===== src/inc/kpenc_consts.svh =====
// Purpose: timing counts and bit positions for the keypad encoder link
// Assumes: ref_clk at 20 MHz
// Notes:   counts derived from millisecond figures
`ifndef KPENC_CONSTS_SVH
`define KPENC_CONSTS_SVH
`define KPENC_CLK_HZ        20000000
// timer rate the bench hands the device, so a run stays short
`define KPENC_SIM_CLK_HZ    100000
`define KPENC_HZ_PER_KHZ    1000
`define KPENC_VALID_MS      20
`define KPENC_RELEASE_MS    50
`define KPENC_ROW_HI        5
`define KPENC_ROW_LO        3
`define KPENC_COL_HI        2
`define KPENC_COL_LO        0
`define KPENC_LOCK_BIT      7
`define KPENC_IO_ADDR       5'h06
`define KPENC_KEYFLAG_BIT   6
`define KPENC_KNOBFLAG_BIT  7
`define KPENC_CNT_W         21
`endif


===== src/inc/kpenc_pkg.sv =====
// Purpose: shared types for the keypad encoder link
// Assumes: nothing
// Notes:   states are one-hot
package kpenc_pkg;
    typedef enum logic [3:0] {
        KPENC_IDLE    = 4'b0001,
        KPENC_VALID   = 4'b0010,
        KPENC_HELD    = 4'b0100,
        KPENC_RELEASE = 4'b1000
    } kpenc_state_type;
    typedef enum logic [2:0] {
        KPENC_H_IDLE = 3'b001,
        KPENC_H_READ = 3'b010,
        KPENC_H_CLR  = 3'b100
    } kpenc_hstate_type;
endpackage : kpenc_pkg


===== src/inc/kpenc_if.sv =====
// Purpose: i/o bus link between keypad encoder and processor
// Assumes: single clock ref_clk
// Notes:   read data driven only in the cycle after a read strobe
`timescale 1ns/1ns
interface kpenc_if;
    logic [4:0] io_addr;
    logic [7:0] wr_data;
    logic       wr_strobe;
    logic       rd_strobe;
    logic       clr_strobe;
    logic [7:0] rd_data;
    logic       processor_request_n;
    modport dev (input io_addr, input wr_data, input wr_strobe, input rd_strobe, input clr_strobe,
                 output rd_data, output processor_request_n);
    modport proc (output io_addr, output wr_data, output wr_strobe, output rd_strobe, output clr_strobe,
                  input rd_data, input processor_request_n);
endinterface : kpenc_if


===== src/logic/kpenc_device.sv =====
// Purpose: keypad priority encoders, validation timing and service request
// Assumes: row/col pins asynchronous, active low; knob flag from same-clock logic
// Notes:   one-shots realised as cycle counters
// Operation
// (RULE1) index encodes to inverted three-bit binary
// (RULE2) read buffer inverts six-bit code
// (RULE3) lowest active row and column win
// (RULE4) write strobe latches lockout from bit seven
// (RULE5) lockout disables row then column encoder
// (RULE6) any keypress asserts key-down
// (RULE7) processor reads code on request
// (RULE8) non-retriggerable twenty ms validation pulse
// (RULE9) key still held at end sets flag
// (RULE10) flag drives active-high key request
// (RULE11) request_n is nor of key, knob
// (RULE12) key flag read back inverted
// (RULE13) clear strobe clears flag, rearms detection
// (RULE14) lockout holds validation timer in reset
// (RULE15) each key grounds one row, one column
// (RULE16) rearm only after fifty ms all released
// (RULE17) pins synchronised, intervals as cycle counts
`timescale 1ns/1ns
`include "kpenc_consts.svh"
module kpenc_device
    import kpenc_pkg::*;
#(
    parameter int unsigned CLK_HZ = `KPENC_CLK_HZ
)
(
    input  wire logic ref_clk,
    input  wire logic rst_n,
    kpenc_if.dev      bus,
    input  wire logic [7:0] row_n,
    input  wire logic [7:0] col_n,
    input  wire logic knob_request_flag,
    output logic      key_request_flag,
    output logic      lockout
);
    function automatic logic [3:0] kpenc_prio(input logic [7:0] lines_n);
        logic [3:0] r;
        r = 4'h0;
        for (int i = 7; i >= 0; i--) begin
            if (!lines_n[i]) begin
                r = {1'b1, 3'(i)}; // [RULE3]
            end
        end
        return r;
    endfunction : kpenc_prio

    function automatic logic [2:0] kpenc_code_n(input logic [2:0] idx);
        return ~idx; // [RULE1]
    endfunction : kpenc_code_n

    function automatic logic [`KPENC_CNT_W-1:0] kpenc_ms_cycles(input int unsigned hz, input int unsigned ms);
        return `KPENC_CNT_W'((hz / `KPENC_HZ_PER_KHZ) * ms - 1); // [RULE17]
    endfunction : kpenc_ms_cycles

    function automatic logic kpenc_addr_hit(input logic [4:0] addr);
        return addr == `KPENC_IO_ADDR;
    endfunction : kpenc_addr_hit

    // loads are one below the span since the count ends at zero
    localparam logic [`KPENC_CNT_W-1:0] VALID_LOAD   = kpenc_ms_cycles(CLK_HZ, `KPENC_VALID_MS);
    localparam logic [`KPENC_CNT_W-1:0] RELEASE_LOAD = kpenc_ms_cycles(CLK_HZ, `KPENC_RELEASE_MS);

    logic [7:0]  row_m_q, row_s_q, col_m_q, col_s_q;
    logic        lock_q, lock_d;
    logic        flag_q, flag_d;
    logic [7:0]  rdat_q, rdat_d;
    kpenc_state_type st_q, st_d;
    logic [`KPENC_CNT_W-1:0] cnt_q, cnt_d;
    logic [3:0]  row_e, col_e;
    logic        row_cascade;
    logic [2:0]  row_code_n, col_code_n;
    logic        key_down_n;
    logic        valid_hit;

    // two stages before any logic sees the matrix pins
    always_ff @(posedge ref_clk or negedge rst_n) begin
        if (!rst_n) begin
            row_m_q <= 8'hff;
            row_s_q <= 8'hff;
            col_m_q <= 8'hff;
            col_s_q <= 8'hff;
        end else begin
            row_m_q <= row_n; // [RULE17]
            row_s_q <= row_m_q;
            col_m_q <= col_n;
            col_s_q <= col_m_q;
        end
    end

    always_comb begin
        row_e = kpenc_prio(row_s_q); // [RULE15]
        col_e = kpenc_prio(col_s_q);
        // cascade high when locked out or no row grounded; it gates the column encoder
        row_cascade = lock_q | ~row_e[3]; // [RULE5]
        row_code_n = lock_q ? 3'h7 : kpenc_code_n(row_e[2:0]);
        col_code_n = (row_cascade | ~col_e[3]) ? 3'h7 : kpenc_code_n(col_e[2:0]);
        key_down_n = row_cascade | ~col_e[3]; // [RULE6]
    end

    // lockout latch: only a write strobe at the keypad address changes it
    always_comb begin
        lock_d = lock_q;
        if (bus.wr_strobe && kpenc_addr_hit(bus.io_addr)) begin
            lock_d = bus.wr_data[`KPENC_LOCK_BIT]; // [RULE4]
        end
    end

    always_ff @(posedge ref_clk or negedge rst_n) begin
        if (!rst_n) begin
            lock_q <= 1'b0;
        end else begin
            lock_q <= lock_d;
        end
    end

    // key-down timer: validation pulse, held key, then release debounce
    always_comb begin
        st_d      = st_q;
        cnt_d     = cnt_q;
        valid_hit = 1'b0;
        case (st_q)
            KPENC_IDLE: begin
                if (!key_down_n) begin
                    st_d  = KPENC_VALID; // [RULE8]
                    cnt_d = VALID_LOAD;
                end
            end
            KPENC_VALID: begin
                // key-down ignored here so the pulse cannot retrigger
                if (cnt_q != '0) begin
                    cnt_d = cnt_q - 1'b1; // [RULE8]
                end else if (!key_down_n) begin
                    valid_hit = 1'b1; // [RULE9]
                    st_d      = KPENC_HELD;
                end else begin
                    st_d = KPENC_IDLE;
                end
            end
            KPENC_HELD: begin
                cnt_d = RELEASE_LOAD;
                // a key held past the clear must not raise a second request
                if (key_down_n && !flag_q) begin
                    st_d = KPENC_RELEASE; // [RULE13]
                end
            end
            KPENC_RELEASE: begin
                if (!key_down_n) begin
                    cnt_d = RELEASE_LOAD; // [RULE16]
                end else if (cnt_q != '0) begin
                    cnt_d = cnt_q - 1'b1;
                end else begin
                    st_d = KPENC_IDLE; // [RULE16]
                end
            end
            default: begin
                st_d = KPENC_IDLE;
            end
        endcase
        if (lock_q) begin
            st_d      = KPENC_IDLE; // [RULE14]
            cnt_d     = '0;
            valid_hit = 1'b0;
        end
    end

    always_ff @(posedge ref_clk or negedge rst_n) begin
        if (!rst_n) begin
            st_q  <= KPENC_IDLE;
            cnt_q <= '0;
        end else begin
            st_q  <= st_d;
            cnt_q <= cnt_d;
        end
    end

    // request flag: a set in the cycle of a clear wins, so no keypress is lost
    always_comb begin
        flag_d = flag_q;
        if (bus.clr_strobe && kpenc_addr_hit(bus.io_addr)) begin
            flag_d = 1'b0; // [RULE13]
        end
        if (valid_hit) begin
            flag_d = 1'b1; // [RULE9]
        end
    end

    always_ff @(posedge ref_clk or negedge rst_n) begin
        if (!rst_n) begin
            flag_q <= 1'b0;
        end else begin
            flag_q <= flag_d;
        end
    end

    // read buffer: zero outside a read, so no stale code lingers on the bus
    always_comb begin
        rdat_d = 8'h00;
        if (bus.rd_strobe && kpenc_addr_hit(bus.io_addr)) begin
            rdat_d[`KPENC_ROW_HI:`KPENC_ROW_LO] = ~row_code_n; // [RULE2]
            rdat_d[`KPENC_COL_HI:`KPENC_COL_LO] = ~col_code_n; // [RULE7]
            rdat_d[`KPENC_KEYFLAG_BIT]          = ~flag_q; // [RULE12]
            rdat_d[`KPENC_KNOBFLAG_BIT]         = ~knob_request_flag;
        end
    end

    always_ff @(posedge ref_clk or negedge rst_n) begin
        if (!rst_n) begin
            rdat_q <= 8'h00;
        end else begin
            rdat_q <= rdat_d;
        end
    end

    assign key_request_flag        = flag_q; // [RULE10]
    assign lockout                 = lock_q;
    assign bus.rd_data             = rdat_q;
    assign bus.processor_request_n = ~(flag_q | knob_request_flag); // [RULE11]
endmodule : kpenc_device


===== src/flat_wrapper.sv =====
// flat-port wrapper written by rule: the top's interface ports become plain ports
module kpenc_device_flat import kpenc_pkg::*;
#(
    parameter int unsigned CLK_HZ = `KPENC_CLK_HZ
)
  (ref_clk, rst_n, row_n, col_n, knob_request_flag, key_request_flag, lockout, bus_io_addr, bus_wr_data, bus_wr_strobe, bus_rd_strobe, bus_clr_strobe, bus_rd_data, bus_processor_request_n);
  kpenc_if bus_i ();
  input  wire logic ref_clk;
  input  wire logic rst_n;
  input  wire logic [7:0] row_n;
  input  wire logic [7:0] col_n;
  input  wire logic knob_request_flag;
  output logic key_request_flag;
  output logic lockout;
  input wire logic [$bits(bus_i.io_addr)-1:0] bus_io_addr;
  input wire logic [$bits(bus_i.wr_data)-1:0] bus_wr_data;
  input wire logic [$bits(bus_i.wr_strobe)-1:0] bus_wr_strobe;
  input wire logic [$bits(bus_i.rd_strobe)-1:0] bus_rd_strobe;
  input wire logic [$bits(bus_i.clr_strobe)-1:0] bus_clr_strobe;
  output wire logic [$bits(bus_i.rd_data)-1:0] bus_rd_data;
  output wire logic [$bits(bus_i.processor_request_n)-1:0] bus_processor_request_n;
  assign bus_i.io_addr = bus_io_addr;
  assign bus_i.wr_data = bus_wr_data;
  assign bus_i.wr_strobe = bus_wr_strobe;
  assign bus_i.rd_strobe = bus_rd_strobe;
  assign bus_i.clr_strobe = bus_clr_strobe;
  assign bus_rd_data = bus_i.rd_data;
  assign bus_processor_request_n = bus_i.processor_request_n;
  kpenc_device #(.CLK_HZ(CLK_HZ)) u_core (.ref_clk(ref_clk), .rst_n(rst_n), .bus(bus_i), .row_n(row_n), .col_n(col_n), .knob_request_flag(knob_request_flag), .key_request_flag(key_request_flag), .lockout(lockout));
endmodule

===== config.mk =====
export PLATFORM = sky130hd
export DESIGN_NAME = kpenc_device_flat
export DESIGN_NICKNAME = d
export VERILOG_FILES = /design/src/inc/kpenc_pkg.sv /design/src/inc/kpenc_if.sv /design/src/logic/kpenc_device.sv /design/src/flat_wrapper.sv
export VERILOG_INCLUDE_DIRS = /design/src /design/src/inc
export SDC_FILE = /design/constraint.sdc
export NUM_CORES = 1
export LEC_CHECK = 0
export BUFFER_PORTS_ARGS = -buffer_cell sky130_fd_sc_hd__buf_2
export CAP_MARGIN = 20
export CORE_MARGIN = 2
export CORE_UTILIZATION = 61
export CTS_CLUSTER_DIAMETER = 40
export CTS_CLUSTER_SIZE = 12
export DETAILED_ROUTE_END_ITERATION = 12
export GPL_TIMING_DRIVEN = 0
export PLACE_DENSITY = 0.85
export SLEW_MARGIN = 25
export SYNTH_ARGS = -nofsm -noshare
export SYNTH_HDL_FRONTEND = slang
export SYNTH_SLANG_ARGS = --single-unit
export TNS_END_PERCENT = 1

===== constraint.sdc =====
create_clock -name ref_clk -period 3.6 [get_ports ref_clk]
set_input_delay 1.08 -clock ref_clk [delete_from_list [all_inputs] [get_ports ref_clk]]
set_output_delay 1.08 -clock ref_clk [all_outputs]
set_load 0.01 [all_outputs]

# Word-level counts from Yosys, hierarchy flattened

Cells that the tools add are included.

Bits in registers: 67
Latch bits: 0
Memory bits (writable): 0
Memory bits (read-only): 0
Output and inout bits: 11
Logic and storage cells: 80
Memories: 0

$add $sub $neg: 1
Multiply operators: 0
Div/mod/pow operators: 0
$lt $le $gt $ge: 0
Equal/unequal tests: 10
Shift-type cells: 0
Muxes and demuxes: 38
Bitwise logic cells: 12
Reductions and logical operators: 10

Operator list:

| cell                    | count |
|---|---|
| $mux W4                 | 22 |
| $mux W21                | 4 |
| $pmux W21 S4            | 1 |
| $reduce_bool A21 Y1     | 1 |
| $sub A21 B1 Y21 const B | 1 |
| $pmux W4 S4             | 1 |
| $not A3 Y3              | 4 |
| $mux W3                 | 3 |
| $ne A3 B2 Y1 const B    | 3 |
| $mux W8                 | 1 |
| $mux W1                 | 6 |
| $ne A3 B1 Y1 const B    | 2 |
| $eq A5 B3 Y1 const B    | 1 |
| $not A1 Y1              | 5 |
| $reduce_and A5 Y1       | 1 |
| $reduce_bool A5 Y1      | 1 |
| $eq A4 B1 Y1 const B    | 1 |
| $eq A4 B2 Y1 const B    | 1 |
| $eq A4 B3 Y1 const B    | 1 |
| $eq A4 B4 Y1 const B    | 1 |
| $logic_and A1 B1 Y1     | 4 |
| $or A1 B1 Y1            | 3 |
| $reduce_and A2 Y1       | 1 |
| $reduce_bool A2 Y1      | 1 |
| $logic_not A1 Y1        | 1 |

# Logic depth before layout (Yosys ltp)

Depth after elaboration: 16
Depth in mapped cells: 8
Mapped depth without buffers: 7

# Worst setup path after synthesis

No wires, ideal clock.

Path kind: in2out
Start: input knob_request_flag
End: output bus_processor_request_n
Arrival time: 1.237 ns
Slack: 1.283 ns
Stages on the path: 1
Path through: nor2_1

Longest elaborated chain between the ends: 2

RTL lines:

| element      | line                | text |
|---|---|---|
| from (decl)  | flat_wrapper.sv:12  | `input wire logic knob_request_flag;` |
| $or A1 B1 Y1 | kpenc_device.sv:220 | `assign bus.processor_request_n = ~(flag_q \| knob_request_flag);` |
| $not A1 Y1   | kpenc_device.sv:220 |  |
| to (decl)    | flat_wrapper.sv:21  | `output wire logic [$bits(bus_i.processor_request_n)-1:0] bus_processor_request_n;` |

No other way between the ends.

# Worst setup path after layout

Start: register u_core.cnt_q[0]
End: register u_core.cnt_q[5]

Longest elaborated chain between the ends: 5
Elaborated cells on any way between the ends: 6
Classes of those cells: add/sub (1); mux (4); reduce/logical (1)

RTL lines:

| element                                                | line                                     | text |
|---|---|---|
| from (decl)                                            | kpenc_device.sv:71                       | `` logic [`KPENC_CNT_W-1:0] cnt_q, cnt_d; `` |
| from (signal assigned)                                 | kpenc_device.sv:175                      | `cnt_q <= cnt_d;` |
| $sub A21 B1 Y21 or $reduce_bool A21 Y1 (tied branches) | -                                        |  |
| $mux W21 *                                             | kpenc_device.sv:133, kpenc_device.sv:152 |  |
| $mux W21                                               | kpenc_device.sv:150                      | `if (!key_down_n) begin` |
| $pmux W21 S4 *                                         | kpenc_device.sv:124                      | `case (st_q)` |
| $mux W21 *                                             | kpenc_device.sv:162                      | `if (lock_q) begin` |

Mark *: on every way between the ends. The rest lies on a longest branch, timed or not.
A chain may end at the register's enable or synchronous reset.

==> flow_summary.toml <==
[synth]
ys_types = 60
synth_area_sq_um = 3080
synth_cells = 291
synth_top_flop_cell = "dfrtp_1"
syn-num-nets = 328
ys_seq_area_frac = 0.557
synth-seq-cells = 67
async_flop_share = 1.00
syn_avg_cell_area_sq_um = 10.6
yosys_warnings = 0
synth-edff-count = 0

[cts]
cts-root-buf = "clkbuf_8"
cts_resized = 0
clock_latency_ps = 360
cts.htree.levels = 3
cts_buffer_depth = 2
clk_pin_slew_worst_paths_ps = 80
cts_sinks = 67
cts_hold_buffers = 0
numCtsBuffers = 9
cts_setup_buffers = 0
tritoncts = "yes"

[timing]
tightestPinTransition_ps = 992
grt_setup_unrepaired = "false"
fin_ws_ps = 975
relSlewSlack = 0.332
period_share = 0.729
setup_viol = 0
period_minus_slack_ps = 2630
fin_hold_ws_ps = 356
finClkSkew_ps = 9.79
fmax_mhz = 381
hold_violations = 0
report.final.slew_viol_count = 0
finalSetupTns_ps = 0

[finish]
fillers = 363
register_area_sq_um = 1720
multi_input_area_sq_um = 1260
utilization = 0.744
fin_area_sq_um = 3560
area_growth_pct = 15.5
diodes = 0
drive_above_1_share = 0.301
nNetsFinal = 377

[detailed_routing]
ant_nets = 0
drt_first_pass_iters = 4
wl_per_cell_um = 17.4
drc = 0
dr_total_vias = 2630
drt-total-wl_um = 7170
drt_iter0_markers = 271
post_drt_via_cell_ratio = 6.38

[critical_path]
crit_buf_inv = 1
crit_slowest_cell = "nor2_1"
start_kind = "register"
crit_family = "simple AND/OR/NAND/NOR gates"
worstPathArrival_ps = 2860
r2r_setup_slack_ps = 970
path_cells = "inv_1 -> ha_1 -> nor4b_1 -> nand3_1 -> nor2_1 -> o41ai_1 -> a221o_1"
worstSetupPathType = "reg -> reg"
cp-end-kind = "register"
required_ps = 3830
crit_fanout = 8
slowest_delay_ps = 560

[hold_path]
holdCritPathClass = "reg -> reg"

[placement]
hpwl_um = 4980
place_ws_ps = 1080
port_buffers = 38
dpl_cell_area_sq_um = 3360
gp_congestion = 0.926

[global_routing]
antenna_found_initial = 0
grt_pass1_vias = 2555
track_usage = 0.291
grtUsageMet2 = 0.466
grt_pass1_wl_um = 11900
grt_max_degree = 68
grtUsageMet3 = 0.0977
top_usage_layer = "met2"
overflow = 0
grt_use_met1 = 0.364

[floorplan]
fp.dieW_um = 75.1
die_h_um = 75.1
pin_count = 46
start_util = 0.644
die-area_sq_um = 5640
core_sq_um = 4790
rows = 25

[power_and_ir_drop]
power_per_cell_area_nw_per_um2 = 683
p_leak_nw = 1.50
ir_drop_uv = 459

[outcome]
status = "complete, no violations"

[run]
cap_viol_max_count = 0
-- cells in the final DEF, fill, tap and decap left out, types with 3 or more instances in the layout --
cell type,count
a21o_1,5
or4_1,4
inv_6,3
o22ai_1,3
buf_2,44
nor2_1,17
o211ai_1,3
or3_1,4
dfstp_2,33
nand2_1,17
nor4_1,6
nand3b_1,3
a41oi_1,4
inv_1,12
dfrtp_1,34
o21ai_0,22
nand4_1,7
a2111oi_0,3
o21ai_1,3
a22o_1,6
nand3_1,8
a31oi_1,10
clkbuf_8,10
o21a_1,4
clkbuf_1,7
a21oi_1,16
nor3_1,8
-- synth_stat cells (all sizes together) (2+ instances only) --
| cell type | count | area [sq um] |
|---|---|---|
| o21a | 4 | 30.0 |
| inv | 12 | 45.0 |
| nor3 | 9 | 50.1 |
| buf | 7 | 35.0 |
| dfstp | 33 | 867 |
| o21ai | 25 | 125 |
| o31ai | 2 | 15.0 |
| a21o | 5 | 37.5 |
| nand2 | 17 | 63.8 |
| or2 | 3 | 18.8 |
| a32o | 2 | 20.0 |
| o22ai | 3 | 18.8 |
| and3 | 2 | 12.5 |
| a21oi | 16 | 80.1 |
| nand4 | 7 | 43.8 |
| ha | 2 | 25.0 |
| nor4 | 8 | 62.6 |
| nand3 | 8 | 40.0 |
| or4 | 5 | 41.3 |
| clkbuf | 7 | 26.3 |
| a22o | 6 | 52.6 |
| a31oi | 10 | 62.6 |
| dfrtp | 34 | 851 |
| or3 | 4 | 25.0 |
| o41ai | 2 | 17.5 |
| a21boi | 2 | 15.0 |
| nor2 | 17 | 63.8 |
| nor2b | 2 | 12.5 |
| nand3b | 3 | 22.5 |
| a221o | 2 | 20.0 |
| o2bb2ai | 2 | 17.5 |
| a2111oi | 3 | 26.3 |
| o211ai | 3 | 22.5 |
| a41oi | 4 | 35.0 |
-- area by class of cell --
type                    instances  area share
multi-input cells             198       0.353
clock buffers                  11      0.0457
inverters                      12      0.0126
repair buffers                 38      0.0541
clock inverters                 5      0.0112
well taps                      67      0.0235
flip-flops and latches         67       0.482
plain buffers                  14      0.0172
-- state kept, by name, summed over array words and instances, names as in the netlist --
register / cells
u_core.col_m_q: 8
u_core.lockout: 1
u_core.bus.rd_data: 8
u_core.col_s_q: 8
u_core.row_s_q: 8
u_core.cnt_q: 21
u_core.st_q: 4
u_core.row_m_q: 8
u_core.key_request_flag: 1
-- stage by stage --
stage / cells / power (mW)
6_report: 412 / 2.43
5_1_grt: 412 / 2.59
4_1_cts: 412 / 2.43
3_5_place_dp: 396 / 1.80
3_3_place_gp: 396 / 1.76
2_1_floorplan: 291 / 1.57
-- path summary, 6_finish.rpt --
kind	from	cells past startpoint	to
setup / recovery	u_core.cnt_q[0]	7	u_core.cnt_q[5]
max in group asynchronous	rst_n	1	u_core.bus.rd_data[1]
hold / removal	u_core.row_m_q[7]	0	u_core.row_s_q[7]
setup reg to reg	u_core.cnt_q[0]	7	u_core.cnt_q[5]
min in group asynchronous	rst_n	1	u_core.cnt_q[10]
hold reg to reg	u_core.row_m_q[7]	0	u_core.row_s_q[7]
-- worst reg2reg max path, cell delays in order, from the launching register on --
cell and delay (ps):
dfrtp_1 440, inv_1 100, ha_1 180, nor4b_1 410
nand3_1 340, nor2_1 560, o41ai_1 120, a221o_1 350
-- per-layer routing --
layer  up-vias  routed length [um]
met3        17                 524
met2       106                3650
met5         -                   0
li1       1213                   -
met1      1294                2850
met4         0                 155
-- kinds of logic after synthesis --
| family | synth area share |
|---|---|
| muxes | 0.00365 |
| DFF | 0.557 |
| buffers and inverters | 0.0345 |
| adders and majority gates | 0.00812 |
| AOI/OAI and AO/OA | 0.224 |
| xor gates and xnor gates | 0.00568 |
| and+or+nand+nor | 0.167 |
-- power by group --
part	switching, mW	internal, mW	total [mW]	leakage, nW
Clock	0.302	0.318	0.619	0.106
Combinational	0.486	0.321	0.807	0.612
Sequential	0.120	0.886	1.01	0.779
(Power assumes the default switching activity.)
